## src/include/glob_ctrl_regs.svh

```systemverilog
// Constants for the global reset, interrupt and clock-out block
`ifndef GLOB_CTRL_REGS_SVH
`define GLOB_CTRL_REGS_SVH

// Bit positions inside the written data byte
`define FRM_RST_BIT     1
`define ES_RST_BIT      2
`define HDLC_TX_RST_BIT 5
`define HDLC_RX_RST_BIT 6
`define BOC_RST_BIT     7

// Timing
`define CLK_KHZ         100000
`define CLK_PERIOD_NS   10
`define SETTLE_NS       300
`define SETTLE_CYC      ((`SETTLE_NS + `CLK_PERIOD_NS - 1) / `CLK_PERIOD_NS)

// Prescaled reference rates in kHz
`define REF_T1_KHZ      16'h0608
`define REF_E1_KHZ      16'h0800

// Phase step of a 32-bit accumulator for a rate in kHz
`define AUX_INC(k) (32'(((64'(k)) << 32) / 64'(`CLK_KHZ)))

// Reset values
`define SYNC_RST_VAL    1'b1
`define ACC_RST_VAL     32'h0000_0000

`endif

```

## src/include/glob_ctrl_pkg.sv

```systemverilog
// Types for the global reset, interrupt and clock-out block
package glob_ctrl_pkg;
    typedef logic [3:0] aux_sel_t;
    typedef enum logic [1:0] {
        CAT_TX     = 2'h0,
        CAT_RX     = 2'h1,
        CAT_LINE   = 2'h2,
        CAT_TESTER = 2'h3
    } irq_cat_t;
endpackage

```

## src/hw/glob_ctrl.sv

```systemverilog
// Global clock-out, reset fan-out, line output control and interrupt tree
`timescale 1ns/1ps
`include "glob_ctrl_regs.svh"

// Notes on behaviour
// - Select code picks auxiliary clock frequency
// - Synthesizer references prescaled 1.544/2.048 MHz
// - Rate family bit picks T1 or E1 synthesizer
// - Hardware reset pin resets framers, lines, testers
// - Test port reset touches only scan logic
// - Soft reset write resets framers, lines, testers
// - Mode register bit 1 resets its framer
// - HDLC bits 6/5 reset rx/tx HDLC
// - Elastic control bit 2 resets its store
// - Bit-code control bit 7 resets controller
// - Code definition writes restart integration period
// - Power-down bits disable transmitter or receiver
// - Output enable low tristates outputs only
// - Global info shows pending ports for framer (Tx or Rx), line and tester
// - Info bits are real time, masked
// - Latched bits clear only on written ones, a pin or soft reset, or the sync reset
// - Masks gate info, never the latching
// - Interrupt pin is open-drain, active low
module glob_ctrl #(
    parameter int NP = 8,
    parameter int SW = 8
) (
    input  wire logic                   i_mclk,               // Master clock
    input  wire logic                   i_rst,                // Sync reset
    input  wire logic                   i_hw_reset_n,         // Reset pin
    input  wire logic                   i_test_port_reset_n,  // Scan reset pin
    input  wire glob_ctrl_pkg::aux_sel_t i_aux_clock_freq_sel, // Clock-out code
    input  wire logic                   i_line_rate_family_sel, // 1 = T1
    input  wire logic                   i_clk_cfg_wr,         // Clock config write
    input  wire logic [7:0]             i_wr_data,            // Write data
    input  wire logic                   i_soft_reset_wr,      // Soft reset write
    input  wire logic [NP-1:0]          i_rx_mode_wr,         // Rx mode write
    input  wire logic [NP-1:0]          i_tx_mode_wr,         // Tx mode write
    input  wire logic [NP-1:0]          i_rx_hdlc_wr,         // Rx HDLC write
    input  wire logic [NP-1:0]          i_tx_hdlc_wr,         // Tx HDLC write
    input  wire logic [NP-1:0]          i_rx_es_wr,           // Rx store write
    input  wire logic [NP-1:0]          i_tx_es_wr,           // Tx store write
    input  wire logic [NP-1:0]          i_rx_boc_wr,          // Bit-code write
    input  wire logic [NP-1:0]          i_code_def_wr,        // Code def write
    input  wire logic [NP-1:0]          i_tx_power_down,      // Tx power down
    input  wire logic [NP-1:0]          i_rx_power_down,      // Rx power down
    input  wire logic [NP-1:0]          i_line_out_enable,    // Output enable
    input  wire logic [NP-1:0]          i_line_pos,           // Pos line data
    input  wire logic [NP-1:0]          i_line_neg,           // Neg line data
    input  wire logic [3:0][NP-1:0][SW-1:0] i_evt,            // Status events
    input  wire logic [3:0][NP-1:0][SW-1:0] i_mask,           // Masks, 1 = off
    input  wire logic [3:0][NP-1:0]     i_clr_wr,             // Status clear write
    output logic                        o_aux_clock_out,      // Aux clock
    output logic                        o_synth_ref_clk,      // Scaled reference
    output logic                        o_aux_synth_t1,       // T1 synth in use
    output logic                        o_clk_settling,       // Clock settling
    output logic                        o_test_port_rst,      // Scan reset
    output logic [NP-1:0]               o_framer_rx_rst,      // Rx framer reset
    output logic [NP-1:0]               o_framer_tx_rst,      // Tx framer reset
    output logic [NP-1:0]               o_line_rst,           // Line reset
    output logic [NP-1:0]               o_tester_rst,         // Tester reset
    output logic [NP-1:0]               o_rx_hdlc_rst,        // Rx HDLC reset
    output logic [NP-1:0]               o_tx_hdlc_rst,        // Tx HDLC reset
    output logic [NP-1:0]               o_rx_es_rst,          // Rx store reset
    output logic [NP-1:0]               o_tx_es_rst,          // Tx store reset
    output logic [NP-1:0]               o_rx_boc_rst,         // Bit-code reset
    output logic [NP-1:0]               o_code_integ_restart, // Integration restart
    output logic [NP-1:0]               o_tx_powered,         // Transmitter on
    output logic [NP-1:0]               o_rx_powered,         // Receiver on
    output logic [NP-1:0]               o_line_out_pos,       // Pos output
    output logic [NP-1:0]               o_line_out_neg,       // Neg output
    output logic [NP-1:0]               o_line_out_oe,        // Output drive
    output logic [3:0][NP-1:0][SW-1:0]  o_latched,            // Latched status
    output logic [NP-1:0]               o_tx_irq_info,        // Tx info per port
    output logic [NP-1:0]               o_rx_irq_info,        // Rx info per port
    output logic [NP-1:0]               o_global_framer_irq_info, // Framer info
    output logic [NP-1:0]               o_global_line_irq_info,   // Line info
    output logic [NP-1:0]               o_global_tester_irq_info, // Tester info
    output logic                        o_irq_out_n,          // Interrupt level
    output logic                        o_irq_out_oe          // Interrupt drive
);

    function automatic logic pend(input logic [SW-1:0] lat, input logic [SW-1:0] msk);
        pend = |(lat & ~msk);
    endfunction

    function automatic logic [31:0] aux_inc(input glob_ctrl_pkg::aux_sel_t s);
        case (s)
            4'h0: aux_inc = `AUX_INC(16'h0800);
            4'h1: aux_inc = `AUX_INC(16'h1000);
            4'h2: aux_inc = `AUX_INC(16'h2000);
            4'h3: aux_inc = `AUX_INC(16'h4000);
            4'h4: aux_inc = `AUX_INC(16'h0608);
            4'h5: aux_inc = `AUX_INC(16'h0C10);
            4'h6: aux_inc = `AUX_INC(16'h1820);
            4'h7: aux_inc = `AUX_INC(16'h3040);
            4'h8: aux_inc = `AUX_INC(16'h0600);
            4'h9: aux_inc = `AUX_INC(16'h0C00);
            4'hA: aux_inc = `AUX_INC(16'h1800);
            4'hB: aux_inc = `AUX_INC(16'h3000);
            4'hC: aux_inc = `AUX_INC(16'h0020);
            4'hD: aux_inc = `AUX_INC(16'h0040);
            4'hE: aux_inc = `AUX_INC(16'h0080);
            default: aux_inc = `AUX_INC(16'h0100);
        endcase
    endfunction

    localparam int SCW = $clog2(`SETTLE_CYC + 1);

    // Pin synchronisers: a level counts once stages two and three agree
    logic [2:0] hw_s_q, hw_s_d, tp_s_q, tp_s_d;
    logic       hw_low_q, hw_low_d, tp_low_q, tp_low_d;

    always_comb begin
        hw_s_d   = {hw_s_q[1:0], i_hw_reset_n};
        tp_s_d   = {tp_s_q[1:0], i_test_port_reset_n};
        hw_low_d = (hw_s_q[1] == hw_s_q[2]) ? ~hw_s_q[2] : hw_low_q;
        tp_low_d = (tp_s_q[1] == tp_s_q[2]) ? ~tp_s_q[2] : tp_low_q;
    end

    always_ff @(posedge i_mclk) begin
        if (i_rst) begin
            hw_s_q   <= {3{`SYNC_RST_VAL}};
            tp_s_q   <= {3{`SYNC_RST_VAL}};
            hw_low_q <= 1'b0;
            tp_low_q <= 1'b0;
        end else begin
            hw_s_q   <= hw_s_d;
            tp_s_q   <= tp_s_d;
            hw_low_q <= hw_low_d;
            tp_low_q <= tp_low_d;
        end
    end

    // Clock output: reference and aux synthesizers as phase accumulators
    logic [31:0] ref_acc_q, ref_acc_d, aux_acc_q, aux_acc_d;
    logic [31:0] ref_inc_q, ref_inc_d, aux_inc_q, aux_inc_d;
    logic        t1_q, t1_d, stl_q, stl_d;
    logic [SCW-1:0] settle_q, settle_d;

    always_comb begin
        t1_d      = i_line_rate_family_sel;
        ref_inc_d = t1_d ? `AUX_INC(`REF_T1_KHZ) : `AUX_INC(`REF_E1_KHZ);
        aux_inc_d = aux_inc(i_aux_clock_freq_sel);
        ref_acc_d = ref_acc_q + ref_inc_q;
        // Multiples re-anchor on each reference wrap; sub-reference codes never would, so run free
        aux_acc_d = (ref_acc_d < ref_acc_q && i_aux_clock_freq_sel[3:2] != 2'b11)
                  ? `ACC_RST_VAL : aux_acc_q + aux_inc_q;
        settle_d  = i_clk_cfg_wr ? SCW'(`SETTLE_CYC)
                  : (settle_q != '0) ? settle_q - 1'b1 : settle_q;
        stl_d     = (settle_d != '0);
    end

    always_ff @(posedge i_mclk) begin
        if (i_rst) begin
            ref_acc_q <= `ACC_RST_VAL;
            aux_acc_q <= `ACC_RST_VAL;
            ref_inc_q <= `AUX_INC(`REF_E1_KHZ);
            aux_inc_q <= `AUX_INC(16'h0800);
            t1_q      <= 1'b0;
            settle_q  <= '0;
            stl_q     <= 1'b0;
        end else begin
            ref_acc_q <= ref_acc_d;
            aux_acc_q <= aux_acc_d;
            ref_inc_q <= ref_inc_d;
            aux_inc_q <= aux_inc_d;
            t1_q      <= t1_d;
            settle_q  <= settle_d;
            stl_q     <= stl_d;
        end
    end

    assign o_aux_clock_out = aux_acc_q[31];
    assign o_synth_ref_clk = ref_acc_q[31];
    assign o_aux_synth_t1  = t1_q;
    assign o_clk_settling  = stl_q;

    // Reset fan-out, registered so each output is a flop
    logic          glob_rst;
    logic [NP-1:0] frx_d, ftx_d, lrst_d, trst_d, rh_d, th_d, res_d, tes_d, boc_d, cdi_d;
    logic [NP-1:0] frx_q, ftx_q, lrst_q, trst_q, rh_q, th_q, res_q, tes_q, boc_q, cdi_q;
    logic          tpr_q;

    always_comb begin
        glob_rst = hw_low_q | i_soft_reset_wr;
        lrst_d   = {NP{glob_rst}};
        trst_d   = {NP{glob_rst}};
        frx_d    = {NP{glob_rst}} | (i_rx_mode_wr & {NP{i_wr_data[`FRM_RST_BIT]}});
        ftx_d    = {NP{glob_rst}} | (i_tx_mode_wr & {NP{i_wr_data[`FRM_RST_BIT]}});
        rh_d     = i_rx_hdlc_wr & {NP{i_wr_data[`HDLC_RX_RST_BIT]}};
        th_d     = i_tx_hdlc_wr & {NP{i_wr_data[`HDLC_TX_RST_BIT]}};
        res_d    = i_rx_es_wr & {NP{i_wr_data[`ES_RST_BIT]}};
        tes_d    = i_tx_es_wr & {NP{i_wr_data[`ES_RST_BIT]}};
        boc_d    = i_rx_boc_wr & {NP{i_wr_data[`BOC_RST_BIT]}};
        cdi_d    = i_code_def_wr;
    end

    always_ff @(posedge i_mclk) begin
        if (i_rst) begin
            frx_q  <= '1;
            ftx_q  <= '1;
            lrst_q <= '1;
            trst_q <= '1;
            rh_q   <= '0;
            th_q   <= '0;
            res_q  <= '0;
            tes_q  <= '0;
            boc_q  <= '0;
            cdi_q  <= '0;
            tpr_q  <= 1'b1;
        end else begin
            frx_q  <= frx_d;
            ftx_q  <= ftx_d;
            lrst_q <= lrst_d;
            trst_q <= trst_d;
            rh_q   <= rh_d;
            th_q   <= th_d;
            res_q  <= res_d;
            tes_q  <= tes_d;
            boc_q  <= boc_d;
            cdi_q  <= cdi_d;
            tpr_q  <= tp_low_q;
        end
    end

    assign o_framer_rx_rst      = frx_q;
    assign o_framer_tx_rst      = ftx_q;
    assign o_line_rst           = lrst_q;
    assign o_tester_rst         = trst_q;
    assign o_rx_hdlc_rst        = rh_q;
    assign o_tx_hdlc_rst        = th_q;
    assign o_rx_es_rst          = res_q;
    assign o_tx_es_rst          = tes_q;
    assign o_rx_boc_rst         = boc_q;
    assign o_code_integ_restart = cdi_q;
    assign o_test_port_rst      = tpr_q;

    // Line driver control; disabling output keeps the transmitter powered
    logic [NP-1:0] txp_q, txp_d, rxp_q, rxp_d, oe_q, oe_d, pos_q, neg_q;

    always_comb begin
        txp_d = ~i_tx_power_down;
        rxp_d = ~i_rx_power_down;
        oe_d  = txp_d & i_line_out_enable;
    end

    always_ff @(posedge i_mclk) begin
        if (i_rst) begin
            txp_q <= '0;
            rxp_q <= '0;
            oe_q  <= '0;
            pos_q <= '0;
            neg_q <= '0;
        end else begin
            txp_q <= txp_d;
            rxp_q <= rxp_d;
            oe_q  <= oe_d;
            pos_q <= i_line_pos;
            neg_q <= i_line_neg;
        end
    end

    assign o_tx_powered   = txp_q;
    assign o_rx_powered   = rxp_q;
    assign o_line_out_oe  = oe_q;
    assign o_line_out_pos = pos_q;
    assign o_line_out_neg = neg_q;

    // Interrupt tree; info is built from next latched values so it is never stale
    logic [3:0][NP-1:0][SW-1:0] lat_q, lat_d;
    logic [3:0][NP-1:0]         inf_d, inf_q;
    logic                       irq_d, irq_q, irqn_d, irqn_q;
    logic [NP-1:0]              gfi_d, gfi_q;

    genvar gc, gp;
    generate
        for (gc = 0; gc < 4; gc++) begin : g_cat
            for (gp = 0; gp < NP; gp++) begin : g_port
                always_comb begin
                    // Event beats a same-cycle clear; zero bits in the write keep state
                    lat_d[gc][gp] = (lat_q[gc][gp] & ~({SW{i_clr_wr[gc][gp]}} & i_wr_data[SW-1:0]))
                                  | i_evt[gc][gp];
                    inf_d[gc][gp] = pend(lat_d[gc][gp], i_mask[gc][gp]);
                end
            end
        end
    endgenerate
    always_comb begin
        irq_d  = |inf_d;
        irqn_d = ~irq_d;
        gfi_d  = inf_d[glob_ctrl_pkg::CAT_TX] | inf_d[glob_ctrl_pkg::CAT_RX];
    end
    always_ff @(posedge i_mclk) begin
        if (i_rst | glob_rst) begin
            lat_q  <= '0;
            inf_q  <= '0;
            irq_q  <= 1'b0;
            irqn_q <= 1'b1;
            gfi_q  <= '0;
        end else begin
            lat_q  <= lat_d;
            inf_q  <= inf_d;
            irq_q  <= irq_d;
            irqn_q <= irqn_d;
            gfi_q  <= gfi_d;
        end
    end

    assign o_latched                = lat_q;
    assign o_tx_irq_info            = inf_q[glob_ctrl_pkg::CAT_TX];
    assign o_rx_irq_info            = inf_q[glob_ctrl_pkg::CAT_RX];
    assign o_global_framer_irq_info = gfi_q;
    assign o_global_line_irq_info   = inf_q[glob_ctrl_pkg::CAT_LINE];
    assign o_global_tester_irq_info = inf_q[glob_ctrl_pkg::CAT_TESTER];
    // Open drain: drive low only while pending
    assign o_irq_out_n              = irqn_q;
    assign o_irq_out_oe             = irq_q;
endmodule

```

## config.mk

```make
export PLATFORM = sky130hd
export DESIGN_NAME = glob_ctrl
export DESIGN_NICKNAME = d
export VERILOG_FILES = /design/src/include/glob_ctrl_pkg.sv /design/src/hw/glob_ctrl.sv
export VERILOG_INCLUDE_DIRS = /design/src /design/src/include
export SDC_FILE = /design/constraint.sdc
export NUM_CORES = 1
export LEC_CHECK = 0
export BUFFER_PORTS_ARGS = -buffer_cell sky130_fd_sc_hd__buf_4
export CAP_MARGIN = 25
export CORE_AREA = 2 2 430 432
export DETAILED_ROUTE_END_ITERATION = 7
export DIE_AREA = 0 0 432 434
export PLACE_DENSITY = 0.3
export SLEW_MARGIN = 20
export SYNTH_ARGS = -nofsm -noshare
export SYNTH_HDL_FRONTEND = slang
export SYNTH_SLANG_ARGS = --single-unit
```

## constraint.sdc

```tcl
create_clock -name i_mclk -period 6 [get_ports i_mclk]
set_input_delay 0.6 -clock i_mclk [delete_from_list [all_inputs] [get_ports i_mclk]]
set_output_delay 0.6 -clock i_mclk [all_outputs]
set_load 0.1 [all_outputs]
```

==> impl_results.md <==
- CTS H-tree lvls: 3
- Final WS setup: 900 ps
- CTS tree: built
- DRT antenna net count: 0
- Overflow after GRT: 0
- Clock Path Buffers: 3
- Synth Area in Simple Gates: 21.0%
- Max Fclk: 196 MHz
- Clock transition at path regs: ~60 ps
- Initial antenna violation count: 39
- Worst setup EP type: flop
- Nets@finish: 4281
- Mapped Cells: 2459
- Outcome: complete, no violations
- Adder-cell share of the synthesized area: 4.69%
- Ys Warns: 0
- Total CTS buffers: between 70 and 80
- Cell-by-cell trace of the critical path: ha_1, and3_1, a221o_1, a21oi_1, o21ai_0, a21oi_1, buf_4, o41ai_1, xor2_1, ha_1, nand2_1, nor3_1, o211ai_1, a311oi_1, nor4_1, o2111a_2, buf_12, a2111oi_1
- Combinational share of power: 31.5%
- Skew-Pair Late Insertion Delay: 700 ps
- Post-DP HPWL: between 100000 and 150000 um
- Hold WC Path Type: in2reg
- DP Worst Slack: 791 ps
- Top_reg_cell synth: dfxtp_1
- Starting DRT DRC Count: 1181
- Max_cap viols: 0
- Leak Pwr: 15.4 nW
- Die H: 434 um
- WS Path Type: reg2reg
- WL/cell: 26.3 um
- First-pass GRT wire length: 205000 um
- Area Growth Syn to Fin: 67.1%
- Worst EP required: 6560 ps
- Max transition margin: around 37%
- Sw frac: between 30% and 40%
- CP max FO: 16
- Largest net degree at the start of global routing: 125
- Setup violators final: 0
- Post_cts resized: 0
- Row cnt: 157
- Int Power: between 8 and 9 mW
- Setup TNS: 0 ps
- Final period util: 85.0%
- Post-route insts no fill: 5998
- Post-synth top area cell: dfxtp_1
- Root buf cell: clkbuf_16
- Mapped Avg Cell Area: between 8 and 9 um^2
- Synth Area in Compound Gates: 18.1%
- Commonest non-fill, non-tap cell in the layout: buf_4
- NetSw: ~4.8 mW
- Peak VDD IR: 188 uV
- Slowest cell on crit path: o41ai_1
- Pwr Density: 378 mW/mm^2
- Area fraction of the dominant cell type after synthesis: a little under 50%
- Sequential power share: 29.8%
- Global Route Usage Sum: 16.2%
- # IOs: 1090
- Most frequent cells in the layout: 1116 x buf_4, 514 x dfxtp_1, 395 x nor2_1
- #FFs+latches synth: 514
- Routed vias: 22200
- Post-synth EDFFs: 0
- RSZ-0062 raised after global routing: no
- Worst-Margin Slew: between 900 and 1000 ps
- Fin crit period: 5100 ps
- Xor and xnor fraction of the mapped netlist area: 2.03%
- Post-synthesis mux area share: 0.363%
- Core box area: roughly 0.18 mm^2
- 1st-pass router iterations: 7
- Startpoint Class: flop
- Vias in the first global route: around 23000
- GP Congestion: 0.894
- Syn Std Cell Area: 0.0207 mm^2
- CP peak stage delay: 570 ps
- Total Wirelength: 158000 um
- IO buf count: 1089
- Post-DR vias/cell: 3.71
- Die X: 432 um
- Layout cells sized above 1: 35.8%
- CP Data Arrival Time: 5660 ps
- Register area share after synthesis: roughly half
- Starting Density: ~11%
- Die ar.: ~0.19 mm^2
- Clock Skews: 30.0 ps
- Synth top area cells: dfxtp_1 50%, a21oi_1 8.1%, nor2_1 7.2%, nand2_1 5.6%, ha_1 4.6%
- Clock power share: about two fifths
- Netlist cell types: 68
- Syn nets: approximately 3200
- Largest family of logic cells by synthesized area: simple AND/OR/NAND/NOR gates
- Fin util: 19.0%
- Remaining DRCs: 0
- Inst Count DP: just under 6000
- Clock sinks: 514
- Fin. max-slew vios: 0
- Ys async rst share: 0%
- Hold Fails Final Rpt: 0
-- synthesized netlist by cell type, types with 30 or more instances --
cell,number
o22ai_1,130
xnor2_1,30
nand2_1,309
nor4_1,36
dfxtp_1,514
o21ai_0,45
inv_1,52
a21o_1,36
a21oi_1,335
nor2_1,395
and2_1,56
clkbuf_1,88
ha_1,76
nor2b_1,52
nor3_1,34
-- metrics by stage --
step                      area (um^2)  power [mW]  hold slack (ps)
after floorplan                 20700        6.67              389
after global placement          31600        8.16              405
after detailed placement        31600        8.12              394
after CTS                       34500        13.3            0.153
after global routing            34600        13.8             30.9
final                           34600        13.1             97.3
-- metal layers --
| layer | GRT usage (%) | wire (um) | share of wire, % | up-vias |
|---|---|---|---|---|
| li1 | - | - | - | 10600 |
| met1 | 17.0 | 57600 | 37 | 10700 |
| met3 | 4.08 | 8510 | 5.4 | 196 |
| met5 | 0 | 16 | 0.010 | - |
| met4 | 6.45 | 5800 | 3.7 | 2 |
| met2 | 30.5 | 85800 | 54 | 723 |
-- layout make-up --
class	instances	area (um^2)
Clock buffer	112	2300
Antenna cell	15	37.5
Inverter	53	199
Fill cell	20500	148000
Sequential cell	514	10300
Tap cell	2385	2980
Clock inverter	28	464
Multi-Input combinational cell	1748	9640
Timing Repair Buffer	1143	8670
-- sequential cells by signal, summed over array words and instances (netlist names), 30 cells and up --
name	cells
ref_acc_q	32
aux_acc_q	32
o_latched	256
aux_inc_q	30
-- what timing repair did --
action / in CTS / in global routing
buffers inserted: 0 / 0
endpoints found under the hold margin: 22 / 0
hold buffers: 22 / 0
-- final timing paths --
path                                                 endpoint  slack [ps]  depth (start not counted)                startpoint
worst min-delay path            o_framer_rx_rst[7]$_SDFF_PP1_         100                          2           i_rx_mode_wr[7]
worst max-delay path                 aux_acc_q[17]$_SDFF_PP0_         900                         18  ref_inc_q[19]$_SDFF_PP1_
worst min register to register           tp_s_q[1]$_SDFF_PP1_         430                          1      tp_s_q[0]$_SDFF_PP1_
worst max register to register       aux_acc_q[17]$_SDFF_PP0_         900                         18  ref_inc_q[19]$_SDFF_PP1_
-- worst max-delay path, delay by kind of cell (launching register included) --
family	cells	cell delay, ps
AO/OA/AOI/OAI	9	2590
adder cells (fa/ha/maj)	2	750
AND/OR/NAND/NOR	4	650
flip-flops	1	450
buffers and inverters	2	320
XOR/XNOR	1	180
-- power by group through the flow --
stage / Sequential (mW) / Clock [mW] / Combinational (mW)
floorplan: 4.87 / 0 / 1.80
global placement: 3.97 / 0 / 4.19
detailed placement: 3.96 / 0 / 4.16
CTS: 3.90 / 5.27 / 4.18
global route: 3.92 / 5.39 / 4.47
finish: 3.89 / 5.06 / 4.13
-- kinds of logic after synthesis --
family,after synthesis
and+or+nand+nor,976
AOI/OAI and AO/OA,641
DFF,514
buffers and inverters,197
adders and majority gates,77
xor gates and xnor gates,48
muxes,6
Power figures use the tool's default switching activity.
